===== src/rpb_defines.svh =====
// Constants for the ROM patch block that serves substitution banks four and five.
// Assumes a 50 MHz aclk and a 32-bit AXI4-Lite slave port with 16-bit byte addresses.
// What this block does
// - Low compare register holds address bits 7..1
// - Middle compare register holds address bits 15..8
// - High compare register holds address bits 23..16
// - Low patch register holds patch bits 7..0
// - High patch register holds patch bits 15..8
// - Compare bit 0 reads as zero, unused
// - Match blocks ROM read, drives patch word
`ifndef RPB_DEFINES_SVH
`define RPB_DEFINES_SVH

// Register indices; the byte address is four times the index.
`define RPB_IDX_B4_ADDR_LOW 12'h420
`define RPB_IDX_B4_ADDR_MID 12'h421
`define RPB_IDX_B4_ADDR_HIGH 12'h422
`define RPB_IDX_B4_WORD_LOW 12'h424
`define RPB_IDX_B4_WORD_HIGH 12'h425
`define RPB_IDX_B5_ADDR_LOW 12'h428
`define RPB_IDX_B5_ADDR_MID 12'h429
`define RPB_IDX_B5_ADDR_HIGH 12'h42a
`define RPB_IDX_B5_WORD_LOW 12'h42c
`define RPB_IDX_B5_WORD_HIGH 12'h42d
`define RPB_IDX_STATUS 12'h430

// Reset value of every patch register byte.
`define RPB_REG_RESET 8'h00

// Field positions inside the status word.
`define RPB_STAT_HIT_LSB 0
`define RPB_STAT_HIT_MSB 1
`define RPB_STAT_CNT_LSB 8
`define RPB_STAT_CNT_MSB 15

// AXI response codes.
`define RPB_RESP_OKAY 2'b00
`define RPB_RESP_SLVERR 2'b10

`endif


===== src/rpb_pkg.sv =====
// Types shared by the ROM patch block and its helpers.
// Assumes rpb_defines.svh is compiled into the same build.
package rpb_pkg;

  // Register selected by an address; for bank registers bit 3 picks bank five, bits 2:0 the field.
  typedef enum logic [3:0] {
    SEL_NONE = 4'b0000,
    SEL_B4_ADDR_LOW = 4'b0001,
    SEL_B4_ADDR_MID = 4'b0010,
    SEL_B4_ADDR_HIGH = 4'b0011,
    SEL_B4_WORD_LOW = 4'b0100,
    SEL_B4_WORD_HIGH = 4'b0101,
    SEL_B5_ADDR_LOW = 4'b1001,
    SEL_B5_ADDR_MID = 4'b1010,
    SEL_B5_ADDR_HIGH = 4'b1011,
    SEL_B5_WORD_LOW = 4'b1100,
    SEL_B5_WORD_HIGH = 4'b1101,
    SEL_STATUS = 4'b1110
  } rpb_sel_e;

  // One substitution bank: target address bits 23..1 and the two patch bytes.
  typedef struct packed {
    logic [23:1] target;
    logic [7:0] word_high;
    logic [7:0] word_low;
  } rpb_bank_s;

  // AXI4-Lite signals driven by the master.
  typedef struct packed {
    logic awvalid;
    logic [15:0] awaddr;
    logic wvalid;
    logic [31:0] wdata;
    logic [3:0] wstrb;
    logic bready;
    logic arvalid;
    logic [15:0] araddr;
    logic rready;
  } rpb_axil_req_s;

  // AXI4-Lite signals driven by this slave.
  typedef struct packed {
    logic awready;
    logic wready;
    logic bvalid;
    logic [1:0] bresp;
    logic arready;
    logic rvalid;
    logic [31:0] rdata;
    logic [1:0] rresp;
  } rpb_axil_rsp_s;

  // Instruction fetch request from the processor core.
  typedef struct packed {
    logic valid;
    logic [23:0] addr;
  } rpb_fetch_req_s;

  // Answer to a fetch: ROM strobe or the patch word on the internal bus.
  typedef struct packed {
    logic rom_rd_strobe;
    logic patch_drive;
    logic [15:0] patch_word;
    logic [7:0] patch_byte;
  } rpb_fetch_rsp_s;

endpackage


===== src/rpb_reg_decode.sv =====
// Address decoder that maps an AXI byte address onto a patch register.
// Assumes word-aligned accesses; any other address selects nothing.
`include "rpb_defines.svh"

module rpb_reg_decode (
  // Byte address from the bus.
  input wire logic [15:0] byte_addr,
  // Selected register.
  output rpb_pkg::rpb_sel_e sel
);

  // Tells whether the address is the aligned word of a register index.
  function automatic logic at_index(input logic [15:0] a, input logic [11:0] idx);
    at_index = (a == {2'b00, idx, 2'b00});
  endfunction

  // Unmapped and misaligned addresses fall through to no selection.
  always_comb begin
    sel = rpb_pkg::SEL_NONE;
    if (at_index(byte_addr, `RPB_IDX_B4_ADDR_LOW)) sel = rpb_pkg::SEL_B4_ADDR_LOW;
    if (at_index(byte_addr, `RPB_IDX_B4_ADDR_MID)) sel = rpb_pkg::SEL_B4_ADDR_MID;
    if (at_index(byte_addr, `RPB_IDX_B4_ADDR_HIGH)) sel = rpb_pkg::SEL_B4_ADDR_HIGH;
    if (at_index(byte_addr, `RPB_IDX_B4_WORD_LOW)) sel = rpb_pkg::SEL_B4_WORD_LOW;
    if (at_index(byte_addr, `RPB_IDX_B4_WORD_HIGH)) sel = rpb_pkg::SEL_B4_WORD_HIGH;
    if (at_index(byte_addr, `RPB_IDX_B5_ADDR_LOW)) sel = rpb_pkg::SEL_B5_ADDR_LOW;
    if (at_index(byte_addr, `RPB_IDX_B5_ADDR_MID)) sel = rpb_pkg::SEL_B5_ADDR_MID;
    if (at_index(byte_addr, `RPB_IDX_B5_ADDR_HIGH)) sel = rpb_pkg::SEL_B5_ADDR_HIGH;
    if (at_index(byte_addr, `RPB_IDX_B5_WORD_LOW)) sel = rpb_pkg::SEL_B5_WORD_LOW;
    if (at_index(byte_addr, `RPB_IDX_B5_WORD_HIGH)) sel = rpb_pkg::SEL_B5_WORD_HIGH;
    if (at_index(byte_addr, `RPB_IDX_STATUS)) sel = rpb_pkg::SEL_STATUS;
  end

endmodule


===== src/rpb_bank_match.sv =====
// Address comparator for one substitution bank.
// Assumes the target is held in registers and the fetch address is synchronous.
module rpb_bank_match (
  // Stored bank contents.
  input rpb_pkg::rpb_bank_s bank,
  // Fetch address from the core.
  input wire logic [23:0] fetch_addr,
  // High while the fetch falls inside the bank's two-byte location.
  output logic hit
);

  // Address bit 0 takes no part, so one bank covers the even byte and the odd byte.
  always_comb begin
    hit = (fetch_addr[23:1] == bank.target);
  end

endmodule


===== src/rpb_rom_patch.sv =====
// Top of the ROM patch block: two substitution banks behind an AXI4-Lite slave.
// Assumes one 50 MHz clock, a synchronous active-low reset and a core whose fetch
// request is synchronous to aclk and takes its answer one cycle later.
//
// Design decision made here: the AXI4-Lite register port.
`include "rpb_defines.svh"

module rpb_rom_patch (
  // Clock and reset.
  input wire logic aclk,
  input wire logic aresetn,
  // Register bus.
  input rpb_pkg::rpb_axil_req_s axil_req,
  output rpb_pkg::rpb_axil_rsp_s axil_rsp,
  // Fetch path from the core and towards the ROM and internal bus.
  input rpb_pkg::rpb_fetch_req_s fetch_req,
  output rpb_pkg::rpb_fetch_rsp_s fetch_rsp
);

  // Whole state of the block in one packed word.
  typedef struct packed {
    rpb_pkg::rpb_axil_rsp_s rsp; // Bus outputs, kept in flops.
    logic [15:0] aw_addr; // Captured write address.
    logic [31:0] wdata; // Captured write data.
    logic [3:0] wstrb; // Captured byte enables.
    rpb_pkg::rpb_bank_s [1:0] bank; // Index 0 is bank four, 1 is bank five.
    rpb_pkg::rpb_fetch_rsp_s fetch; // Fetch answer, kept in flops.
    logic [1:0] last_hit; // Bank that answered the latest patched fetch.
    logic [7:0] hit_count; // Patched fetches seen, wrapping.
  } rpb_state_s;

  rpb_state_s st_reg; // Registered state.
  rpb_state_s st_next; // Next state.
  rpb_pkg::rpb_sel_e wsel; // Register hit by the held write address.
  rpb_pkg::rpb_sel_e rsel; // Register hit by the offered read address.
  logic hit4; // Fetch address matches bank four.
  logic hit5; // Fetch address matches bank five.
  logic wr_go; // Address and data both held and no response pending.

  // Write-side decoder works on the captured address.
  rpb_reg_decode u_wdec (
    .byte_addr(st_reg.aw_addr),
    .sel(wsel)
  );

  // Read-side decoder works on the live address, taken in the handshake cycle.
  rpb_reg_decode u_rdec (
    .byte_addr(axil_req.araddr),
    .sel(rsel)
  );

  // Comparators for both banks.
  rpb_bank_match u_match4 (
    .bank(st_reg.bank[0]),
    .fetch_addr(fetch_req.addr),
    .hit(hit4)
  );

  rpb_bank_match u_match5 (
    .bank(st_reg.bank[1]),
    .fetch_addr(fetch_req.addr),
    .hit(hit5)
  );

  // Stores one byte into the field that the selector names.
  function automatic rpb_pkg::rpb_bank_s bank_write(input rpb_pkg::rpb_bank_s b,
                                                    input logic [2:0] field,
                                                    input logic [7:0] d);
    rpb_pkg::rpb_bank_s nb;
    nb = b;
    case (field)
      3'b001: nb.target[7:1] = d[7:1];
      3'b010: nb.target[15:8] = d;
      3'b011: nb.target[23:16] = d;
      3'b100: nb.word_low = d;
      3'b101: nb.word_high = d;
      default: nb = b;
    endcase
    bank_write = nb;
  endfunction

  // The held write goes ahead once both channels have been taken.
  always_comb begin
    wr_go = !st_reg.rsp.awready && !st_reg.rsp.wready && !st_reg.rsp.bvalid;
  end

  // Next-state logic for the bus slave, the banks and the fetch answer.
  always_comb begin
    st_next = st_reg;
    // Address and data are taken independently, in either order.
    if (axil_req.awvalid && st_reg.rsp.awready) begin
      st_next.aw_addr = axil_req.awaddr;
      st_next.rsp.awready = 1'b0;
    end
    if (axil_req.wvalid && st_reg.rsp.wready) begin
      st_next.wdata = axil_req.wdata;
      st_next.wstrb = axil_req.wstrb;
      st_next.rsp.wready = 1'b0;
    end
    // Bank registers are write-only, so software has no stored value to merge into a write.
    if (wr_go) begin
      if (wsel != rpb_pkg::SEL_NONE && wsel != rpb_pkg::SEL_STATUS && st_reg.wstrb[0]) begin
        st_next.bank[wsel[3]] = bank_write(st_reg.bank[wsel[3]], wsel[2:0], st_reg.wdata[7:0]);
      end
      st_next.rsp.bvalid = 1'b1;
      st_next.rsp.bresp = (wsel == rpb_pkg::SEL_NONE) ? `RPB_RESP_SLVERR : `RPB_RESP_OKAY;
    end
    // Response taken: both write channels reopen together.
    if (st_reg.rsp.bvalid && axil_req.bready) begin
      st_next.rsp.bvalid = 1'b0;
      st_next.rsp.awready = 1'b1;
      st_next.rsp.wready = 1'b1;
    end
    // Reads answer one cycle after the address is taken.
    if (axil_req.arvalid && st_reg.rsp.arready) begin
      st_next.rsp.arready = 1'b0;
      st_next.rsp.rvalid = 1'b1;
      st_next.rsp.rresp = `RPB_RESP_OKAY;
      // Bank registers cannot return what they hold; bit 0 included, they read as zero.
      st_next.rsp.rdata = 32'h0000_0000;
      if (rsel == rpb_pkg::SEL_NONE) begin
        st_next.rsp.rresp = `RPB_RESP_SLVERR;
      end else if (rsel == rpb_pkg::SEL_STATUS) begin
        st_next.rsp.rdata[`RPB_STAT_HIT_MSB:`RPB_STAT_HIT_LSB] = st_reg.last_hit;
        st_next.rsp.rdata[`RPB_STAT_CNT_MSB:`RPB_STAT_CNT_LSB] = st_reg.hit_count;
      end
    end
    if (st_reg.rsp.rvalid && axil_req.rready) begin
      st_next.rsp.rvalid = 1'b0;
      st_next.rsp.arready = 1'b1;
    end
    // Fetch answer: a match withholds the ROM strobe and puts the patch on the bus.
    // Bank four wins when both banks hold the same target.
    st_next.fetch.rom_rd_strobe = 1'b0;
    st_next.fetch.patch_drive = 1'b0;
    st_next.fetch.patch_word = 16'h0000;
    st_next.fetch.patch_byte = 8'h00;
    if (fetch_req.valid) begin
      if (hit4 || hit5) begin
        st_next.fetch.patch_drive = 1'b1;
        st_next.fetch.patch_word = hit4 ? {st_reg.bank[0].word_high, st_reg.bank[0].word_low}
                                        : {st_reg.bank[1].word_high, st_reg.bank[1].word_low};
        // Odd address takes the high byte, even the low byte.
        st_next.fetch.patch_byte = fetch_req.addr[0] ? st_next.fetch.patch_word[15:8]
                                                     : st_next.fetch.patch_word[7:0];
        st_next.last_hit = {!hit4 && hit5, hit4};
        st_next.hit_count = st_reg.hit_count + 8'h01;
      end else begin
        st_next.fetch.rom_rd_strobe = 1'b1;
      end
    end
  end

  // State register; reset zeroes the banks and opens every request channel.
  always_ff @(posedge aclk) begin
    if (!aresetn) begin
      // Zero covers every bank byte, whose reset value is all zeros.
      st_reg <= '0;
      st_reg.rsp.awready <= 1'b1;
      st_reg.rsp.wready <= 1'b1;
      st_reg.rsp.arready <= 1'b1;
    end else begin
      st_reg <= st_next;
    end
  end

  // Outputs come straight from the state flops.
  always_comb begin
    axil_rsp = st_reg.rsp;
    fetch_rsp = st_reg.fetch;
  end

  // A write to the low compare register of bank four stores bits 7..1 only.
  AST_ADDR_LOW_FIELD: assert property (@(posedge aclk) disable iff (!aresetn)
    wr_go && wsel == rpb_pkg::SEL_B4_ADDR_LOW && st_reg.wstrb[0]
    |=> st_reg.bank[0].target[7:1] == $past(st_reg.wdata[7:1])
        && $stable(st_reg.bank[0].target[23:8]))
    else $error("Bank four low compare field not stored.");

  // A write to the middle compare register of bank five stores bits 15..8.
  AST_ADDR_MID_FIELD: assert property (@(posedge aclk) disable iff (!aresetn)
    wr_go && wsel == rpb_pkg::SEL_B5_ADDR_MID && st_reg.wstrb[0]
    |=> st_reg.bank[1].target[15:8] == $past(st_reg.wdata[7:0]))
    else $error("Bank five middle compare field not stored.");

  // A write to the high compare register of bank four stores bits 23..16.
  AST_ADDR_HIGH_FIELD: assert property (@(posedge aclk) disable iff (!aresetn)
    wr_go && wsel == rpb_pkg::SEL_B4_ADDR_HIGH && st_reg.wstrb[0]
    |=> st_reg.bank[0].target[23:16] == $past(st_reg.wdata[7:0]) && $stable(st_reg.bank[1]))
    else $error("Bank four high compare field not stored.");

  // A low patch write lands in the low byte and leaves the high byte alone.
  AST_WORD_LOW_FIELD: assert property (@(posedge aclk) disable iff (!aresetn)
    wr_go && wsel == rpb_pkg::SEL_B5_WORD_LOW && st_reg.wstrb[0]
    |=> st_reg.bank[1].word_low == $past(st_reg.wdata[7:0]) && $stable(st_reg.bank[1].word_high))
    else $error("Bank five low patch byte not stored.");

  // A high patch write lands in the high byte.
  AST_WORD_HIGH_FIELD: assert property (@(posedge aclk) disable iff (!aresetn)
    wr_go && wsel == rpb_pkg::SEL_B4_WORD_HIGH && st_reg.wstrb[0]
    |=> st_reg.bank[0].word_high == $past(st_reg.wdata[7:0]) && $stable(st_reg.bank[0].word_low))
    else $error("Bank four high patch byte not stored.");

  // Bank registers never give back their contents on a read.
  AST_READ_WRITE_ONLY: assert property (@(posedge aclk) disable iff (!aresetn)
    axil_req.arvalid && axil_rsp.arready && rsel != rpb_pkg::SEL_NONE && rsel != rpb_pkg::SEL_STATUS
    |=> axil_rsp.rvalid && axil_rsp.rdata == 32'h0000_0000 && axil_rsp.rresp == `RPB_RESP_OKAY)
    else $error("Write-only register returned data.");

  // A bank-four match blocks the ROM strobe and drives bank four's word next cycle.
  AST_HIT_SUBSTITUTES: assert property (@(posedge aclk) disable iff (!aresetn)
    fetch_req.valid && hit4
    |=> !fetch_rsp.rom_rd_strobe && fetch_rsp.patch_drive
        && fetch_rsp.patch_word == {$past(st_reg.bank[0].word_high), $past(st_reg.bank[0].word_low)})
    else $error("Matched fetch not substituted.");

  // A fetch that matches no bank reads the ROM and leaves the bus alone.
  AST_MISS_READS_ROM: assert property (@(posedge aclk) disable iff (!aresetn)
    fetch_req.valid && !hit4 && !hit5 |=> fetch_rsp.rom_rd_strobe && !fetch_rsp.patch_drive)
    else $error("Unmatched fetch did not strobe the ROM.");

  // An odd fetch address inside a matched location gets the high patch byte.
  AST_ODD_BYTE_HIGH: assert property (@(posedge aclk) disable iff (!aresetn)
    fetch_req.valid && fetch_req.addr[0] && !hit4 && hit5
    |=> fetch_rsp.patch_byte == $past(st_reg.bank[1].word_high))
    else $error("Odd byte not taken from the high patch byte.");

  // Once address and data are both held, the response follows in one cycle.
  AST_WRITE_RESPONSE: assert property (@(posedge aclk) disable iff (!aresetn)
    wr_go |=> axil_rsp.bvalid)
    else $error("Write response missing after both channels taken.");

endmodule


===== config.mk =====
export PLATFORM = sky130hd
export DESIGN_NAME = rpb_rom_patch
export DESIGN_NICKNAME = d
export VERILOG_FILES = /design/src/rpb_pkg.sv /design/src/rpb_reg_decode.sv /design/src/rpb_bank_match.sv /design/src/rpb_rom_patch.sv
export VERILOG_INCLUDE_DIRS = /design/src
export SDC_FILE = /design/constraint.sdc
export NUM_CORES = 1
export LEC_CHECK = 0
export BUFFER_PORTS_ARGS = -buffer_cell sky130_fd_sc_hd__buf_2
export CAP_MARGIN = 20
export CORE_AREA = 3 3 106 149
export CTS_CLUSTER_DIAMETER = 60
export DETAILED_ROUTE_END_ITERATION = 10
export DIE_AREA = 0 0 109 152
export MAX_ROUTING_LAYER = met4
export PLACE_DENSITY = 0.77
export SLEW_MARGIN = 20
export SYNTH_ARGS = -nofsm -noshare
export SYNTH_HDL_FRONTEND = slang
export SYNTH_SLANG_ARGS = --single-unit

===== constraint.sdc =====
create_clock -name aclk -period 6.6 [get_ports aclk]
set_clock_uncertainty 0.05 [all_clocks]
set_input_delay 0.33 -clock aclk [delete_from_list [all_inputs] [get_ports aclk]]
set_output_delay 0.33 -clock aclk [all_outputs]
set_load 0.01 [all_outputs]

==> qor.yml <==
outcome:
  status: "finished clean"
synthesis:
  ys_ff_latch: 156
  syn-mean-instance-area_um2: 8.26
  async_flop_share: 0
  synth.yosys.warnings: 0
  synth-edff-count: 0
  synth_top_cell_area_share: 0.390
  synth_ff_type: "dfxtp_1"
  syn-cell-area_um2: 8010
  synth_sequential_area_ratio: 0.390
  synth_cells: 969
  synth_area_leaders: "dfxtp_1 39%, buf_4 6.3%, nand2_1 6.1%"
  yosysTopAreaCell: "dfxtp_1"
  synth.distinct_cells: 58
floorplanning:
  io_pins: 167
  die_x_um: 109
  start_util: 0.552
  die_area_um2: 16600
  die_height_um: 152
  core_um2: 14500
  fp-row-count: 52
worst_hold_path:
  hold_start: "axil_req[72]"
  hold_end: "axil_rsp[40]"
  hold_class: "input pin to flop"
  whs_path_depth: 2
drt:
  ant_nets: 0
  drc: 0
  vias: 6898
  drtIter0Drc: 425
  viasPerCell: 5.74
  wl_per_cell_um: 16.2
  drt-total-wl_um: 19400
  first_pass_iters: 6
placed_design:
  globalplace.congestion: 0.841
  dp_hpwl_um: 12900
  place.port_buffers: 115
cts:
  cts-resized-gates: 0
  numClockSinks: 156
  post_cts_buffers: 0
  cts_hold_buffers: 0
  clock_path_buffers: 2
  numCtsBuffers: 17
  root_buffer: "clkbuf_16"
  h-tree-depth: 4
  clkTransAtPathRegs_ns: 0.07
  cts_tree: "yes"
  clk-insertion-delay-late_ns: 0.42
worst_setup_path:
  arrival_ns: 3.61
  reg2regPathDepth: 7
  cp_max_fo: 29
  slowest_delay_ns: 0.83
  cp-end-kind: "flop"
  setup.worst_path.start_class: "flop"
  worstPathRequired_ns: 6.89
  reg2reg_setup_slack_ns: 3.28
  reg2reg_to: "st_reg[63]"
  cp_top_family: "compound AO/OA/AOI/OAI gates"
  startpoint: "st_reg[150]"
  path_buf_inv: 1
  path_class: "flop to flop"
  r2r-start: "st_reg[150]"
  cp_cell_sequence: "nor4b_4 > and3_1 > o21ai_4 > buf_4 > a2111oi_2 > o21ai_0 > a21oi_1"
  slowest_stage: "a2111oi_2"
timing:
  finalSetupViolCount: 0
  hold_ws_ns: 0.0651
  maxSlewViolCount: 0
  tightest_slew_ns: 0.946
  hold_violations: 0
  finalCritPeriodShare: 0.503
  min_period_ns: 3.32
  fmax_ghz: 0.301
  setup-tns-final_ns: 0
  slew_headroom: 0.368
  rsz0062_at_grt: "no"
cells_and_area:
  fillerInstances: 1255
  multi_input_area_um2: 4200
  ff_latch_area_um2: 3120
  largest_reg_flops: 113
  area.growth.synth_to_final_pct: 10.5
  drive_gt1_frac: 0.174
  antenna_cells: 0
  nets: 1101
grt:
  antenna_found_initial: 0
  grt_pass1_wl_um: 31700
  grt_max_degree: 59
  grt_pass1_vias: 6581
  grt_usage: 0.240
  grt-ovfl-total: 0
run:
  maxCapViolations: 0
power_and_ir_drop:
  ir_worst_vdd_uv: 177
  cellPowerDensity_nw_per_um2: 238
  leakagePower_nw: 3.51
[routing by layer]
metal	up-vias	track usage	wire length [um]
met1	3225	0.284	8140
met2	241	0.407	9790
met4	0	0.0842	366
met3	33	0.0374	1140
met5	-	-	0
li1	3399	-	-
[metrics by stage]
step / total power, W / setup WS (ns) / instances / utilization / instance area (um^2)
after floorplan: 0.00108 / 4.18 / 992 / - / 8090
after global placement: 0.00111 / 3.41 / 1170 / 0.566 / 8220
after detailed placement: 0.00111 / 3.37 / 1170 / 0.566 / 8220
after CTS: 0.00212 / 3.28 / 1202 / 0.609 / 8840
after global routing: 0.00217 / 3.01 / 1202 / 0.610 / 8850
final: 0.00211 / 3.28 / 1202 / 0.610 / 8850
[how the worst max path moves through the flow]
stage	end	cells past startpoint	slack (ns)
floorplan	st_reg[52]	6	4.18
global placement	st_reg[69]	7	3.41
detailed placement	st_reg[67]	7	3.37
CTS	st_reg[63]	7	3.28
global route	st_reg[63]	7	3.01
finish	st_reg[63]	7	3.28
[worst register-to-register path, cell delays in order, from the launching register on]
cell and delay (ns):
dfxtp_1 0.36, nor4b_4 0.49, and3_1 0.55, o21ai_4 0.25, buf_4 0.34, a2111oi_2 0.83, o21ai_0 0.21, a21oi_1 0.16
[cell usage in the layout (no fill, tap or decap), types with 3 or more instances in the layout]
master,n
a311oi_1,6
nor4_1,17
clkinvlp_4,3
mux2i_1,46
clkinv_4,3
buf_2,115
and4_1,3
nand3_1,23
xor2_1,19
o21ai_1,7
o21ai_0,30
nand4_1,14
a211oi_1,24
o31ai_1,25
nor2b_1,12
a21oi_1,71
inv_1,6
o22ai_1,17
a21o_1,20
clkbuf_16,17
o211ai_1,9
a22oi_1,10
nor2_1,78
and3_1,18
nand3b_1,7
clkbuf_8,5
or3_1,3
dfxtp_1,156
xnor2_1,28
nor3_1,7
o21a_1,5
nand2b_1,9
buf_4,9
nand2_1,131
conb_1,24
[kinds of logic (layout without fill, tap and decap cells)]
family	Yosys count	after routing	synth area share
other cells	1	24	0.000468
compound gates	234	234	0.190
simple gates	341	341	0.208
mux	47	47	0.0589
buf+inv	142	163	0.0997
flops	156	156	0.390
fa+ha+maj	1	1	0.00156
xor+xnor	47	47	0.0514
[layout make-up]
cell class                      count  share of cell area
Clock buffer                       22              0.0558
Clock inverter                     10              0.0146
Inverter                            7             0.00297
Multi-Input combinational cell    694               0.474
Sequential cell                   156               0.353
Tap cell                          189              0.0267
Timing Repair Buffer              124              0.0727
[cells in the mapped netlist (all sizes together) (12+ instances only)]
cell type  instances
a211oi            24
mux2i             46
buf               91
dfxtp            156
nand4             15
nand3             23
a21oi             71
o21ai             38
nor2              79
and3              18
clkbuf            44
xnor2             28
nor4              17
o22ai             17
a21o              20
nor2b             12
xor2              19
o31ai             25
nand2            131
[report_power, final]
| part | internal (W) | switching [W] | total [W] |
|---|---|---|---|
| clock network | 0.000613 | 0.000402 | 0.00102 |
| registers | 0.000954 | 0.0000217 | 0.000975 |
| logic | 0.0000453 | 0.0000733 | 0.000119 |
No activity file was read; power rests on OpenSTA's default activity.
